`src/rtl/link_credit_pkg.sv`:
```
// Shared constants, field layouts and carrier types for the credit and routing node
package link_credit_pkg;

  // Credit packet layout
  localparam logic [5:0] CREDIT_CMD     = 6'h37;
  localparam int         CMD_LSB        = 0;
  localparam int         LEN_BIT        = 6;
  localparam int         SET_LSB        = 8;
  localparam int         VENDOR_LSB     = 12;
  localparam int         CREDIT_LSB     = 16;
  localparam int         SHORT_ACK_LSB  = 24;
  localparam int         LONG_ACK_LSB   = 56;
  localparam logic [2:0] ALT_SET        = 3'h0;
  localparam logic [2:0] STREAM_SET     = 3'h2;
  localparam int         ALT_NUM        = 4;
  localparam int         STREAM_NUM     = 16;
  localparam int         CREDIT_W       = 4;

  // Register offsets (byte addresses)
  localparam logic [7:0] CTRL_OFS       = 8'h00;
  localparam logic [7:0] UNIT_OFS       = 8'h04;
  localparam logic [7:0] DIRECT_OFS     = 8'h08;
  localparam logic [7:0] OWN_BASE_OFS   = 8'h0C;
  localparam logic [7:0] OWN_LIMIT_OFS  = 8'h10;
  localparam logic [7:0] STATUS_OFS     = 8'h14;
  localparam logic [7:0] STREAM_OFS     = 8'h20;
  localparam logic [7:0] STREAM_END_OFS = 8'h5C;

  // Control register fields
  localparam int CHAIN_END0_BIT  = 0;
  localparam int CHAIN_END1_BIT  = 1;
  localparam int INIT_DONE0_BIT  = 2;
  localparam int INIT_DONE1_BIT  = 3;
  localparam int DROP_UNINIT_BIT = 4;
  localparam int RETRY_EN_BIT    = 5;
  localparam int SUBTRACT_BIT    = 6;
  localparam int SET_EN_LSB      = 8;
  localparam int VEND_LSB        = 16;

  // Unit register fields
  localparam int OWN_UNIT_LSB    = 0;
  localparam int OWN_COUNT_LSB   = 5;
  localparam int HOST_CLUMP_LSB  = 10;

  // Reset values
  localparam logic [31:0] CTRL_RST      = 32'h0000_FF00;
  localparam logic [31:0] UNIT_RST      = 32'h0000_0021;
  localparam logic [31:0] DIRECT_RST    = 32'h0000_0000;
  localparam logic [31:0] OWN_BASE_RST  = 32'h0000_0000;
  localparam logic [31:0] OWN_LIMIT_RST = 32'h0000_0000;

  localparam logic [39:0] RESERVED_BASE = 40'hFD_0000_0000;

  typedef enum logic [1:0] {
    PKT_BROADCAST = 2'h1,
    PKT_DIRECTED  = 2'h2,
    PKT_RESPONSE  = 2'h3
  } pkt_kind_t;

  typedef struct packed {
    logic       valid;
    logic       longForm;
    logic [2:0] setSel;
    logic [31:0] credits;
    logic [7:0] ackPtr;
  } credit_req_t;

  typedef struct packed {
    logic        valid;
    logic [63:0] bytes;
  } credit_pkt_t;

  typedef struct packed {
    logic        valid;
    logic        inLink;
    pkt_kind_t   kind;
    logic        nonposted;
    logic        isRead;
    logic        compat;
    logic        bridge;
    logic [4:0]  unit_identifier;
    logic [39:0] addr;
  } route_req_t;

  typedef struct packed {
    logic valid;
    logic accept;
    logic forward;
    logic outLink;
    logic pend;
    logic drop;
    logic abort;
    logic abortBridge;
    logic readOnes;
  } route_res_t;

endpackage : link_credit_pkg

```
`src/rtl/link_credit_router.sv`:
```
// Credit packet encode/decode, credit counters and packet routing decision
//
// How it works
// - Length bit zero gives four bytes, one gives eight bytes.
// - Command 110111b in byte 0; set-select field in byte 1.
// - Vendor side field comes from a register, zero when unused.
// - Retry acknowledge is used only when retry is enabled.
// - Alternate set uses short form; two-bit counts per channel.
// - Alternate posted and response counts free command and data together.
// - Stream set uses long form; sixteen two-bit counts.
// - Each count frees zero to three; further packets free more.
// - Broadcasts are posted only, host-originated, ended at chain end.
// - Broadcasts are accepted locally and also forwarded.
// - Host downstream request with compat clear and owned address is accepted.
// - Compat downstream requests go to the subtractive-decode node only.
// - Upstream request accepted if direct-route enabled, not reserved, owned.
// - Bridge responses with own unit are accepted; others forwarded.
// - Downstream packets are accepted from either link.
// - Forwarded packets leave on the opposite link.
// - Uninitialised outgoing link: requests pend or reject per drop control; responses are rejected.
// - Forwarding toward a chain-end link is rejected.
// - Clumped unit identifiers are treated as one.
// - Rejected broadcasts, posted requests and responses are dropped silently.
// - Rejected nonposted downstream gets master abort, bridge clear, ones.
// - Credit counters are at least four bits and saturate.
`timescale 1ns/100ps

module link_credit_router
  import link_credit_pkg::*;
#(
  parameter int CW = CREDIT_W
) (
  input  wire logic                            clock,
  input  wire logic                            reset,
  input  wire logic [7:0]                      regAddr,
  input  wire logic [31:0]                     regWrData,
  input  wire logic                            regWr,
  input  wire logic                            regRd,
  output logic      [31:0]                     regRdData,
  input  wire credit_req_t                     txReq,
  output credit_pkt_t                          txPkt,
  output logic                                 txRefused,
  input  wire credit_pkt_t                     rxPkt,
  output logic                                 rxAckValid,
  output logic      [7:0]                      rxAckPtr,
  input  wire logic [ALT_NUM-1:0]              altDebit,
  input  wire logic [STREAM_NUM-1:0]           streamDebit,
  output logic      [ALT_NUM-1:0][CW-1:0]      altCredit,
  output logic      [STREAM_NUM-1:0][CW-1:0]   streamCredit,
  input  wire route_req_t                      routeReq,
  output route_res_t                           routeRes
);

  localparam logic [CW+1:0] CREDIT_MAX = {2'b00, {CW{1'b1}}};

  // Registers
  logic [31:0] ctrl_r;
  logic [31:0] unit_r;
  logic [31:0] direct_r;
  logic [31:0] ownBase_r;
  logic [31:0] ownLimit_r;
  logic [31:0] rdData_r;
  logic [31:0] rdData_nxt;

  // Control fields
  wire logic       chainEnd0  = ctrl_r[CHAIN_END0_BIT];
  wire logic       chainEnd1  = ctrl_r[CHAIN_END1_BIT];
  wire logic       initDone0  = ctrl_r[INIT_DONE0_BIT];
  wire logic       initDone1  = ctrl_r[INIT_DONE1_BIT];
  wire logic       dropUninit = ctrl_r[DROP_UNINIT_BIT];
  wire logic       retryEn    = ctrl_r[RETRY_EN_BIT];
  wire logic       subtract   = ctrl_r[SUBTRACT_BIT];
  wire logic [7:0] setEnable  = ctrl_r[SET_EN_LSB +: 8];
  wire logic [3:0] vendorSide = ctrl_r[VEND_LSB +: 4];
  wire logic [4:0] ownUnit    = unit_r[OWN_UNIT_LSB +: 5];
  wire logic [4:0] ownCount   = unit_r[OWN_COUNT_LSB +: 5];
  wire logic [4:0] hostClump  = unit_r[HOST_CLUMP_LSB +: 5];

  // Register write decode
  wire logic wrCtrl     = regWr && (regAddr == CTRL_OFS);
  wire logic wrUnit     = regWr && (regAddr == UNIT_OFS);
  wire logic wrDirect   = regWr && (regAddr == DIRECT_OFS);
  wire logic wrOwnBase  = regWr && (regAddr == OWN_BASE_OFS);
  wire logic wrOwnLimit = regWr && (regAddr == OWN_LIMIT_OFS);

  always_ff @(posedge clock) begin
    if (reset) begin
      ctrl_r     <= CTRL_RST;
      unit_r     <= UNIT_RST;
      direct_r   <= DIRECT_RST;
      ownBase_r  <= OWN_BASE_RST;
      ownLimit_r <= OWN_LIMIT_RST;
    end else begin
      if (wrCtrl)     ctrl_r     <= regWrData & 32'h000F_FF7F;
      if (wrUnit)     unit_r     <= regWrData & 32'h0000_7FFF;
      if (wrDirect)   direct_r   <= regWrData;
      if (wrOwnBase)  ownBase_r  <= regWrData;
      if (wrOwnLimit) ownLimit_r <= regWrData;
    end
  end

  // Read selection
  wire logic       rdStream   = (regAddr >= STREAM_OFS) && (regAddr <= STREAM_END_OFS);
  wire logic [3:0] streamIdx  = 4'((regAddr - STREAM_OFS) >> 2);
  wire logic [31:0] altStatus = 32'(altCredit);
  wire logic [31:0] streamRd  = 32'(streamCredit[streamIdx]);

  always_comb begin
    rdData_nxt = 32'h0000_0000;
    if (regRd) begin
      case (regAddr)
        CTRL_OFS:      rdData_nxt = ctrl_r;
        UNIT_OFS:      rdData_nxt = unit_r;
        DIRECT_OFS:    rdData_nxt = direct_r;
        OWN_BASE_OFS:  rdData_nxt = ownBase_r;
        OWN_LIMIT_OFS: rdData_nxt = ownLimit_r;
        STATUS_OFS:    rdData_nxt = altStatus;
        default:       rdData_nxt = rdStream ? streamRd : 32'h0000_0000;
      endcase
    end
  end

  always_ff @(posedge clock) begin
    if (reset) rdData_r <= 32'h0000_0000;
    else       rdData_r <= rdData_nxt;
  end

  assign regRdData = rdData_r;

  // ---------------- Credit packet encoder ----------------
  // set must be enabled
  wire logic txAllowed = setEnable[txReq.setSel];
  wire logic txLong    = (txReq.setSel == STREAM_SET) ? 1'b1 :
                         (txReq.setSel == ALT_SET) ? 1'b0 : txReq.longForm;
  wire logic [7:0] txAck = retryEn ? txReq.ackPtr : 8'h00;
  wire logic [7:0] txByte0 = {1'b0, txLong, CREDIT_CMD};
  wire logic [7:0] txByte1 = {vendorSide, 1'b0, txReq.setSel};
  // short form carries one credit byte
  wire logic [63:0] txShort = {32'h0000_0000, txAck, txReq.credits[7:0], txByte1, txByte0};
  wire logic [63:0] txLongW = {txAck, 8'h00, txReq.credits, txByte1, txByte0};
  wire credit_pkt_t txPkt_nxt = '{valid: txReq.valid && txAllowed,
                                  bytes: (txReq.valid && txAllowed) ?
                                         (txLong ? txLongW : txShort) : 64'h0};

  credit_pkt_t txPkt_r;
  logic        txRefused_r;

  always_ff @(posedge clock) begin
    if (reset) begin
      txPkt_r     <= '0;
      txRefused_r <= 1'b0;
    end else begin
      txPkt_r     <= txPkt_nxt;
      txRefused_r <= txReq.valid && !txAllowed;
    end
  end

  assign txPkt     = txPkt_r;
  assign txRefused = txRefused_r;

  // ---------------- Credit packet decoder ----------------
  // command match; reserved bits ignored
  wire logic [2:0] rxSet   = rxPkt.bytes[SET_LSB +: 3];
  wire logic       rxLen   = rxPkt.bytes[LEN_BIT];
  wire logic       rxHit   = rxPkt.valid && (rxPkt.bytes[CMD_LSB +: 6] == CREDIT_CMD);
  wire logic       rxAlt    = rxHit && (rxSet == ALT_SET) && !rxLen;
  wire logic       rxStream = rxHit && (rxSet == STREAM_SET) && rxLen;
  wire logic [31:0] rxCredits = rxPkt.bytes[CREDIT_LSB +: 32];
  wire logic [7:0] rxAckSel = rxLen ? rxPkt.bytes[LONG_ACK_LSB +: 8] :
                                      rxPkt.bytes[SHORT_ACK_LSB +: 8];

  logic       rxAckValid_r;
  logic [7:0] rxAckPtr_r;

  always_ff @(posedge clock) begin
    if (reset) begin
      rxAckValid_r <= 1'b0;
      rxAckPtr_r   <= 8'h00;
    end else begin
      rxAckValid_r <= rxHit && retryEn;
      rxAckPtr_r   <= (rxHit && retryEn) ? rxAckSel : 8'h00;
    end
  end

  assign rxAckValid = rxAckValid_r;
  assign rxAckPtr   = rxAckPtr_r;

  // ---------------- Saturating credit counters ----------------
  logic [ALT_NUM-1:0][CW-1:0]    altCredit_r;
  logic [STREAM_NUM-1:0][CW-1:0] streamCredit_r;

  genvar gi;
  generate
    for (gi = 0; gi < STREAM_NUM; gi++) begin : g_stream
      wire logic [CW+1:0] inc = rxStream ? (CW+2)'(rxCredits[2*gi +: 2]) : '0;
      wire logic [CW+1:0] cur = (CW+2)'(streamCredit_r[gi]);
      wire logic [CW+1:0] dec = (streamDebit[gi] && (cur != '0)) ? (CW+2)'(1) : '0;
      wire logic [CW+1:0] sum = cur + inc - dec;
      wire logic [CW-1:0] nxt = (sum > CREDIT_MAX) ? {CW{1'b1}} : sum[CW-1:0];
      always_ff @(posedge clock) begin
        if (reset) streamCredit_r[gi] <= '0;
        else       streamCredit_r[gi] <= nxt;
      end
    end
    for (gi = 0; gi < ALT_NUM; gi++) begin : g_alt
      // one count frees command and data alike
      wire logic [CW+1:0] inc = rxAlt ? (CW+2)'(rxCredits[2*gi +: 2]) : '0;
      wire logic [CW+1:0] cur = (CW+2)'(altCredit_r[gi]);
      wire logic [CW+1:0] dec = (altDebit[gi] && (cur != '0)) ? (CW+2)'(1) : '0;
      wire logic [CW+1:0] sum = cur + inc - dec;
      wire logic [CW-1:0] nxt = (sum > CREDIT_MAX) ? {CW{1'b1}} : sum[CW-1:0];
      always_ff @(posedge clock) begin
        if (reset) altCredit_r[gi] <= '0;
        else       altCredit_r[gi] <= nxt;
      end
    end
  endgenerate

  assign altCredit    = altCredit_r;
  assign streamCredit = streamCredit_r;

  // ---------------- Routing decision ----------------
  // clumped host identifiers count as unit 0
  wire logic [5:0] hostTop   = 6'(hostClump) + 6'h01;
  wire logic       fromHost  = 6'(routeReq.unit_identifier) < hostTop;
  // clumped own identifiers count as one
  wire logic [5:0] ownTop    = 6'(ownUnit) + 6'(ownCount);
  wire logic       ownsUnit  = (routeReq.unit_identifier >= ownUnit) &&
                               (6'(routeReq.unit_identifier) < ownTop);
  wire logic [31:0] addrHi   = routeReq.addr[39:8];
  wire logic       ownsAddr  = (addrHi >= ownBase_r) && (addrHi <= ownLimit_r);
  wire logic       reserved  = routeReq.addr >= RESERVED_BASE;
  wire logic       isBcast   = routeReq.kind == PKT_BROADCAST;
  wire logic       isDirReq  = routeReq.kind == PKT_DIRECTED;
  wire logic       isResp    = routeReq.kind == PKT_RESPONSE;
  wire logic       downReq   = isDirReq && fromHost;
  wire logic       upReq     = isDirReq && !fromHost;

  // host request to owned address, either link
  wire logic acceptDown   = downReq && !routeReq.compat && ownsAddr;
  wire logic acceptCompat = downReq && routeReq.compat && subtract;
  wire logic acceptUp     = upReq && direct_r[routeReq.unit_identifier] && !reserved && ownsAddr;
  wire logic acceptResp   = isResp && routeReq.bridge && ownsUnit;
  wire logic acceptAny    = isBcast || acceptDown || acceptCompat || acceptUp || acceptResp;
  wire logic wantForward  = isBcast || (!acceptAny && routeReq.kind != 2'h0);

  wire logic outLink      = !routeReq.inLink;
  wire logic outChainEnd  = outLink ? chainEnd1 : chainEnd0;
  wire logic outInitDone  = outLink ? initDone1 : initDone0;
  wire logic uninit       = !outChainEnd && !outInitDone;
  wire logic isRequest    = isBcast || isDirReq;
  wire logic pendIt       = wantForward && isRequest && uninit && !dropUninit;
  // reject toward chain end, or uninit link when dropping or for responses
  wire logic rejectIt     = wantForward && (outChainEnd || (uninit && (dropUninit || !isRequest)));
  wire logic silentDrop   = rejectIt && (isBcast || isResp || !routeReq.nonposted);
  // master abort reply for nonposted request
  wire logic abortIt      = rejectIt && isDirReq && routeReq.nonposted;

  wire route_res_t routeRes_nxt = '{
    valid:       routeReq.valid,
    accept:      routeReq.valid && acceptAny,
    forward:     routeReq.valid && wantForward && !rejectIt && !pendIt,
    outLink:     routeReq.valid && outLink,
    pend:        routeReq.valid && pendIt,
    drop:        routeReq.valid && silentDrop,
    abort:       routeReq.valid && abortIt,
    abortBridge: routeReq.valid && abortIt && upReq,
    readOnes:    routeReq.valid && abortIt && routeReq.isRead
  };

  route_res_t routeRes_r;

  always_ff @(posedge clock) begin
    if (reset) routeRes_r <= '0;
    else       routeRes_r <= routeRes_nxt;
  end

  assign routeRes = routeRes_r;

endmodule : link_credit_router

```
`config.mk`:
```
export PLATFORM = sky130hd
export DESIGN_NAME = link_credit_router
export DESIGN_NICKNAME = d
export VERILOG_FILES = /design/src/rtl/link_credit_pkg.sv /design/src/rtl/link_credit_router.sv
export SDC_FILE = /design/constraint.sdc
export NUM_CORES = 1
export LEC_CHECK = 0
export BUFFER_PORTS_ARGS = -buffer_cell sky130_fd_sc_hd__buf_4
export CORE_UTILIZATION = 50
export CTS_CLUSTER_SIZE = 30
export DETAILED_ROUTE_END_ITERATION = 8
export MAX_ROUTING_LAYER = met4
export PLACE_DENSITY = 0.78
export SLEW_MARGIN = 20
export SYNTH_ARGS = -nofsm -noshare
export SYNTH_HDL_FRONTEND = slang
export SYNTH_SLANG_ARGS = --single-unit
```
`constraint.sdc`:
```
create_clock -name clock -period 3 [get_ports clock]
set_input_delay 0.3 -clock clock [delete_from_list [all_inputs] [get_ports clock]]
set_output_delay 0.3 -clock clock [all_outputs]
set_load 0.005 [all_outputs]
```
==> out/summary.txt, run 1 <==
sw frac: 0.3729
Cells after DPL: 2964
clock group share of total power: 0.242
Bufs and invs on worst path: 4
initial DRC count: 1137
CTS tree: yes
clock sink count: 311
Worst Skew: 20.59 ps
YS warnings: 0
fin crit share: 0.9518
CP top delay family: simple AND/OR/NAND/NOR gates
critical path class: flip-flop to flip-flop
Post-Route WL: 55260 µm
Synth Flop Type: dfxtp_1
initial antenna violation count: 5
Avg WL per Cell: 17.98 µm
Tightest Hold Check Type: input pin to flip-flop
area delta synth->final: 29.00%
Max Fclk: 350.2 MHz
average cell area after synthesis: 8.394 µm²
Rel. slew slack: 0.5187
Port Buffers: 389
Max-Cap Viols: 0
Synth Area in XOR/XNOR: 0.03212
antenna-violating nets left: 0
max-slew violations: 0
Worst Hold Depth: 3
Worst Reg2Reg Path Length in Cells: 13
critical path's slowest cell: nor4_2
EDFF count, synth: 0
Max Root-Sink Buffers: 3
post-synthesis compound-gate area fraction: 0.1453
status: completed
Routability Congestion: 0.9242
cell leakage power: 10.60 nW
power per cell area: 790.9 nW/µm²
Cell Count, Final, Fillers Out: 3074
Die Ht: 191.7 µm
global route overflow: 0
H-tree depth: 2
mux cell area share after synthesis: 0.05868
largest net degree at the start of global routing: 97
CP Launch Type: flip-flop
Die W: 191.7 µm
Total GRT Usage: 0.3005
DPL Wire Length: 41290 µm
CP dominant cell by count: buf_4
Num CTS Buffers: 36
via density per instance: 5.476
final net count: 3055
Clock transition at path regs: 60 ps
vias in the first global route: 16800
core box area: 35480 µm²
Logic pwr share: 0.460
#FFs+latches synth: 311
Final Hold Violating Endpoints: 0
Pre-antenna DRT Iters: 6
DR DRC count: 0
first-pass GRT wire length: 84500 µm
Net Sw Power: 6.848 mW
synth unique cells: 67
Top Ports: 423
WP data required: 3450 ps
Row Count: 69
CTS root buffer: clkbuf_16
initial core utilization: 0.5072
Least-Margin Pin Slew: 721.2 ps
internal power: 11.51 mW
layout cell share with drive strength beyond 1: 0.2206
cells after synthesis: 2144
peak supply drop: 735.3 µV
# setup viols final: 0
largest family of logic cells by synthesized area: adder cells
DIE AREA: 36760 µm²
DR vias: 16830
cells along the critical path: inv_1 -> ha_1 -> nand4_1 -> nor4_2 -> buf_4 -> a21boi_0 -> o41a_1 -> o211ai_1 -> nand4_1 -> buf_4 -> a32oi_1 -> buf_4 -> nor4_1
Clock Latency Late Sink: 550 ps
WP depth: 13
simple-gate share of the synthesized area: 0.1493
sequential area share after synthesis: 0.3459
slowest stage delay, CP: 390 ps
total power: 18.36 mW
post-synthesis cell area: 18000 µm²
CP Data Arrival Time: 3300 ps
CP max FO: 6
asr flop ratio synth: 0
Reg power frac: 0.298
Worst setup EP type: flip-flop
worst hold slack: 15.48 ps
Period minus WS final: 2855 ps
Synth Area in Adders: 0.1805
## synthesized netlist by cell type, drive strengths merged (3+ instances only)
cell | count | area share
and2 | 20 | 0.0071
nor2 | 115 | 0.025
a21o | 29 | 0.012
nand3 | 18 | 0.0050
dfxtp | 311 | 0.35
o211ai | 5 | 0.0021
nor3b | 5 | 0.0021
a21boi | 21 | 0.0088
o21ai | 33 | 0.0092
a221oi | 11 | 0.0054
and3 | 28 | 0.0097
nor4 | 4 | 0.0014
buf | 40 | 0.015
a211oi | 8 | 0.0033
nor3 | 9 | 0.0028
a21oi | 305 | 0.085
inv | 284 | 0.059
nand2 | 367 | 0.077
ha | 226 | 0.16
o22ai | 6 | 0.0021
and4 | 3 | 0.0015
a222oi | 18 | 0.010
xor2 | 24 | 0.012
mux4 | 30 | 0.038
xnor2 | 42 | 0.020
nand2b | 4 | 0.0014
clkbuf | 65 | 0.014
fa | 21 | 0.023
mux2i | 35 | 0.019
nand3b | 13 | 0.0054
nand4 | 16 | 0.0056
## cells in the final DEF (no fill, tap or decap), types with 5 or more instances in the layout
cell type	count
a211oi_1	7
a21boi_0	21
a21o_1	29
a21oi_1	291
a21oi_2	14
a221oi_1	11
a222oi_1	18
and2_1	17
and3_1	28
buf_4	452
clkbuf_1	7
clkbuf_16	36
clkbuf_8	11
clkinv_2	5
conb_1	11
dfxtp_1	307
diode_2	6
dlygate4sd3_1	39
fa_1	21
ha_1	226
inv_1	284
mux2i_1	35
mux4_2	28
nand2_1	364
nand3_1	18
nand3b_1	13
nand4_1	16
nor2_1	112
nor3_1	8
nor3b_1	5
o211ai_1	5
o21ai_0	32
o22ai_1	6
xnor2_1	42
xor2_1	24
## path summary, 6_finish.rpt
path                                from  slack [ps]                           to
max          ownLimit_r[15]$_SDFFE_PP0P_         140       routeRes[4]$_SDFF_PP0_
min                            rxPkt[56]          20       rxAckPtr[0]$_SDFF_PP0_
max reg2reg  ownLimit_r[15]$_SDFFE_PP0P_         140       routeRes[4]$_SDFF_PP0_
min reg2reg  ownLimit_r[15]$_SDFFE_PP0P_         450  ownLimit_r[15]$_SDFFE_PP0P_
## metal layers
metal	part of all wire	routed length, µm	GRT usage	up-vias
met3	0.091	5028	0.06249	153
met4	0.042	2326	0.1325	0
met5	0	0	-	-
met1	0.37	20710	0.3326	7964
li1	-	-	-	8034
met2	0.49	27190	0.5192	682
## power groups by stage
stage          combinational (mW)  sequential [mW]  clock [mW]
6_report                     8.44             5.48        4.45
5_1_grt                      9.47             5.55        4.66
4_1_cts                      8.28             5.47        4.51
3_5_place_dp                 8.16             5.55           0
3_3_place_gp                 7.68             5.54           0
2_1_floorplan                5.43             5.33           0
## worst reg2reg max path: stages (launching register included)
cell	delay (ps)
dfxtp_1	320
inv_1	50
ha_1	310
nand4_1	200
nor4_2	390
buf_4	180
a21boi_0	240
o41a_1	260
o211ai_1	100
nand4_1	110
buf_4	140
a32oi_1	50
buf_4	160
nor4_1	240
## flip-flops by register name, summed over array words and instances (netlist names)
signal	flops
streamCredit	64
txPkt	50
direct_r	32
ownBase_r	32
ownLimit_r	32
regRdData	32
ctrl_r	19
altCredit	16
unit_r	15
routeRes	9
rxAckPtr	8
rxAckValid	1
txRefused	1
## cell type report
cell class | count | area (µm²)
antenna | 6 | 15.01
clock buffer | 54 | 1079
clock inverter | 10 | 117.6
fill | 2890 | 12270
inverter | 284 | 1066
multi-input combinational | 1454 | 10300
sequential | 311 | 6231
tap | 461 | 576.8
timing repair buffer | 494 | 3835
## what timing repair did
| item | CTS | global route |
|---|---|---|
| resized for setup | 0 | 20 |
| endpoints found under the setup margin | 0 | 46 |
| hold buffers | 39 | 0 |
| setup buffers | 0 | 1 |
| hold endpoints to repair | 40 | 0 |
## cell families after synthesis
family          count (synthesis)
compound gates                451
fa+ha+maj                     247
buf+inv                       389
mux                            67
simple gates                  612
other cells                     1
flops                         311
xor+xnor                       66
## metrics by stage
stage / worst slack, ps / utilization / area, µm² / TNS, ps
2_1_floorplan: 70.35 / - / 18040 / 0
3_3_place_gp: -97.81 / 0.6071 / 21540 / -5485
3_5_place_dp: -282.9 / 0.6071 / 21540 / -11920
4_1_cts: 64.53 / 0.6518 / 23130 / 0
5_1_grt: -1.569 / 0.6542 / 23210 / -1.569
6_report: 144.5 / 0.6543 / 23220 / 0
(Power assumes the default switching activity.)
==> run 2: changes to the inputs <==
--- a/config.mk
+++ b/config.mk
@@ -9,6 +9,7 @@
 export CORE_UTILIZATION = 50
 export CTS_CLUSTER_SIZE = 30
 export DETAILED_ROUTE_END_ITERATION = 8
+export GPL_TIMING_DRIVEN = 0
 export MAX_ROUTING_LAYER = met4
 export PLACE_DENSITY = 0.78
 export SLEW_MARGIN = 20
==> run 2 against run 1 <==
  * Power fell by 0.26%
  * Global-route usage grew 2.1 points
  * Cell area decreased by 0.35%
  * Cell count is 0.81% higher
  * Clock-buffer cell count is the same
  * Non-clock buffer count increased by 25
  * Fmax shrank 2.9%
  * Critical path depth fell by 3
  * Clock power down 2%
  * Sequential power about the same
  * Critical path type unchanged
  * Highest routed layer unchanged
==> out/summary.txt, run 2 (synthesized netlist as in run 1, its figures left out) <==
status: completed
Bufs and invs on worst path: 1
vias in the first global route: 16860
Least-Margin Pin Slew: 965.3 ps
final net count: 3081
DR DRC count: 0
Max Fclk: 339.9 MHz
worst hold slack: 12.64 ps
Max Root-Sink Buffers: 3
Worst Skew: 30.34 ps
max FFs per register: 64
Clock transition at path regs: 60 ps
most common cell after layout, fill and taps aside: buf_4
fill count: 2932
internal power: 11.28 mW
initial DRC count: 1338
DIE AREA: 36760 µm²
Net Sw Power: 7.036 mW
Tightest Hold Check Type: input pin to flip-flop
via density per instance: 5.540
Period minus WS final: 2942 ps
H-tree depth: 2
CP max FO: 6
CP Data Arrival Time: 3350 ps
Max-Cap Viols: 0
Post-Route WL: 59300 µm
CTS tree: yes
global route overflow: 0
CTS root buffer: clkbuf_16
clock group share of total power: 0.238
commonest non-fill, non-tap cells in the layout: 403 x buf_4, 364 x nand2_1, 309 x dfxtp_1, 284 x inv_1, 283 x a21oi_1
max-slew violations: 0
total power: 18.31 mW
Pre-antenna DRT Iters: 7
Core Util, Final: 0.6520
CP dominant cell by count: nand4_1
Die W: 191.7 µm
# setup viols final: 0
Die Ht: 191.7 µm
layout cell share with drive strength beyond 1: 0.2138
critical path class: flip-flop to flip-flop
cell leakage power: 10.51 nW
first-pass GRT wire length: 88250 µm
Num CTS Buffers: 37
Row Count: 69
CP Launch Type: flip-flop
critical path's slowest cell: nor3_1
Final Hold Violating Endpoints: 0
DPL Wire Length: 45940 µm
clock sink count: 311
Rel. slew slack: 0.3564
core box area: 35480 µm²
Logic pwr share: 0.463
initial antenna violation count: 5
slowest stage delay, CP: 440 ps
R2R Setup Slk: 60 ps
Reg power frac: 0.298
Clock Latency Late Sink: 540 ps
CP top delay family: simple AND/OR/NAND/NOR gates
largest net degree at the start of global routing: 13
antenna-violating nets left: 0
Top Ports: 423
fin crit share: 0.9808
sw frac: 0.3842
DR vias: 17170
peak supply drop: 875.5 µV
initial core utilization: 0.5072
Total GRT Usage: 0.3219
cells along the critical path: inv_1 -> ha_1 -> nand4_1 -> nor3_1 -> nand4_1 -> a311oi_2 -> nand4bb_1 -> nand4_1 -> a32oi_2 -> nor3b_1
Worst setup EP type: flip-flop
WP data required: 3410 ps
Avg WL per Cell: 19.14 µm
Port Buffers: 383
Routability Congestion: 1.001
power per cell area: 791.6 nW/µm²
area delta synth->final: 28.55%
[run 2: cell count changes in the layout (fill, tap and decap cells not counted), moves of 8 or more]
cell,before,now
buf_2,0,19
a21oi_2,14,22
a21oi_1,291,283
dlygate4sd3_1,39,27
clkbuf_1,7,67
buf_4,452,403
[run 2: worst paths after layout]
path | to | from | cells past startpoint
hold reg to reg | ownLimit_r[15]$_SDFFE_PP0P_ | ownLimit_r[15]$_SDFFE_PP0P_ | 2
setup reg to reg | routeRes[0]$_SDFF_PP0_ | ownBase_r[30]$_SDFFE_PP0P_ | 10
setup / recovery | routeRes[0]$_SDFF_PP0_ | ownBase_r[30]$_SDFFE_PP0P_ | 10
hold / removal | txPkt[59]$_SDFF_PP0_ | txReq[3] | 2
[run 2: power by group through the flow]
| stage | sequential, mW | clock [mW] | combinational, mW |
|---|---|---|---|
| final | 5.47 | 4.36 | 8.49 |
| after global routing | 5.55 | 4.56 | 9.46 |
| after CTS | 5.46 | 4.39 | 8.13 |
| after detailed placement | 5.54 | 0 | 8.03 |
| after global placement | 5.52 | 0 | 7.54 |
| after floorplan | 5.33 | 0 | 5.43 |
[run 2: repair_timing]
item | CTS | global route
endpoints found under the hold margin | 26 | 1
pin swaps | 2 | 5
setup buffers | 1 | 3
endpoints found under the setup margin | 86 | 86
hold buffers | 26 | 1
resized for setup | 9 | 40
[run 2: layout make-up]
class	count	area [µm²]	area share
diodes	5	12.51	0.0005408
clock buffers	54	1100	0.04754
clock inverters	11	81.33	0.003515
inverters	284	1066	0.04608
plain buffers	105	533.0	0.02304
well taps	461	576.8	0.02493
repair buffers	414	3176	0.1373
flip-flops and latches	311	6231	0.2693
multi-input cells	1454	10360	0.4478
[run 2: through the flow]
step | area [µm²] | setup WS [ps] | instances | setup TNS, ps
finish | 23140 | 57.74 | 3099 | 0
global route | 23140 | -15.65 | 3099 | -37.89
CTS | 22960 | 1.212 | 3090 | 0
detailed placement | 21490 | -1153 | 2998 | -75870
global placement | 21490 | -1061 | 2998 | -68980
floorplan | 18040 | 70.35 | 2154 | 0
[run 2: worst register-to-register path: stages, from the launching register on]
cell,delay [ps]
dfxtp_1,350
inv_1,50
ha_1,320
nand4_1,150
nor3_1,440
nand4_1,300
a311oi_2,320
nand4bb_1,180
nand4_1,230
a32oi_2,380
nor3b_1,100
[run 2: layer usage]
layer	vias to the layer above	GRT usage	routed length (µm)
met5	-	-	0
met4	0	0.1343	2426
met3	164	0.09026	5943
met2	851	0.5490	29160
met1	8054	0.3504	21770
li1	8098	-	-
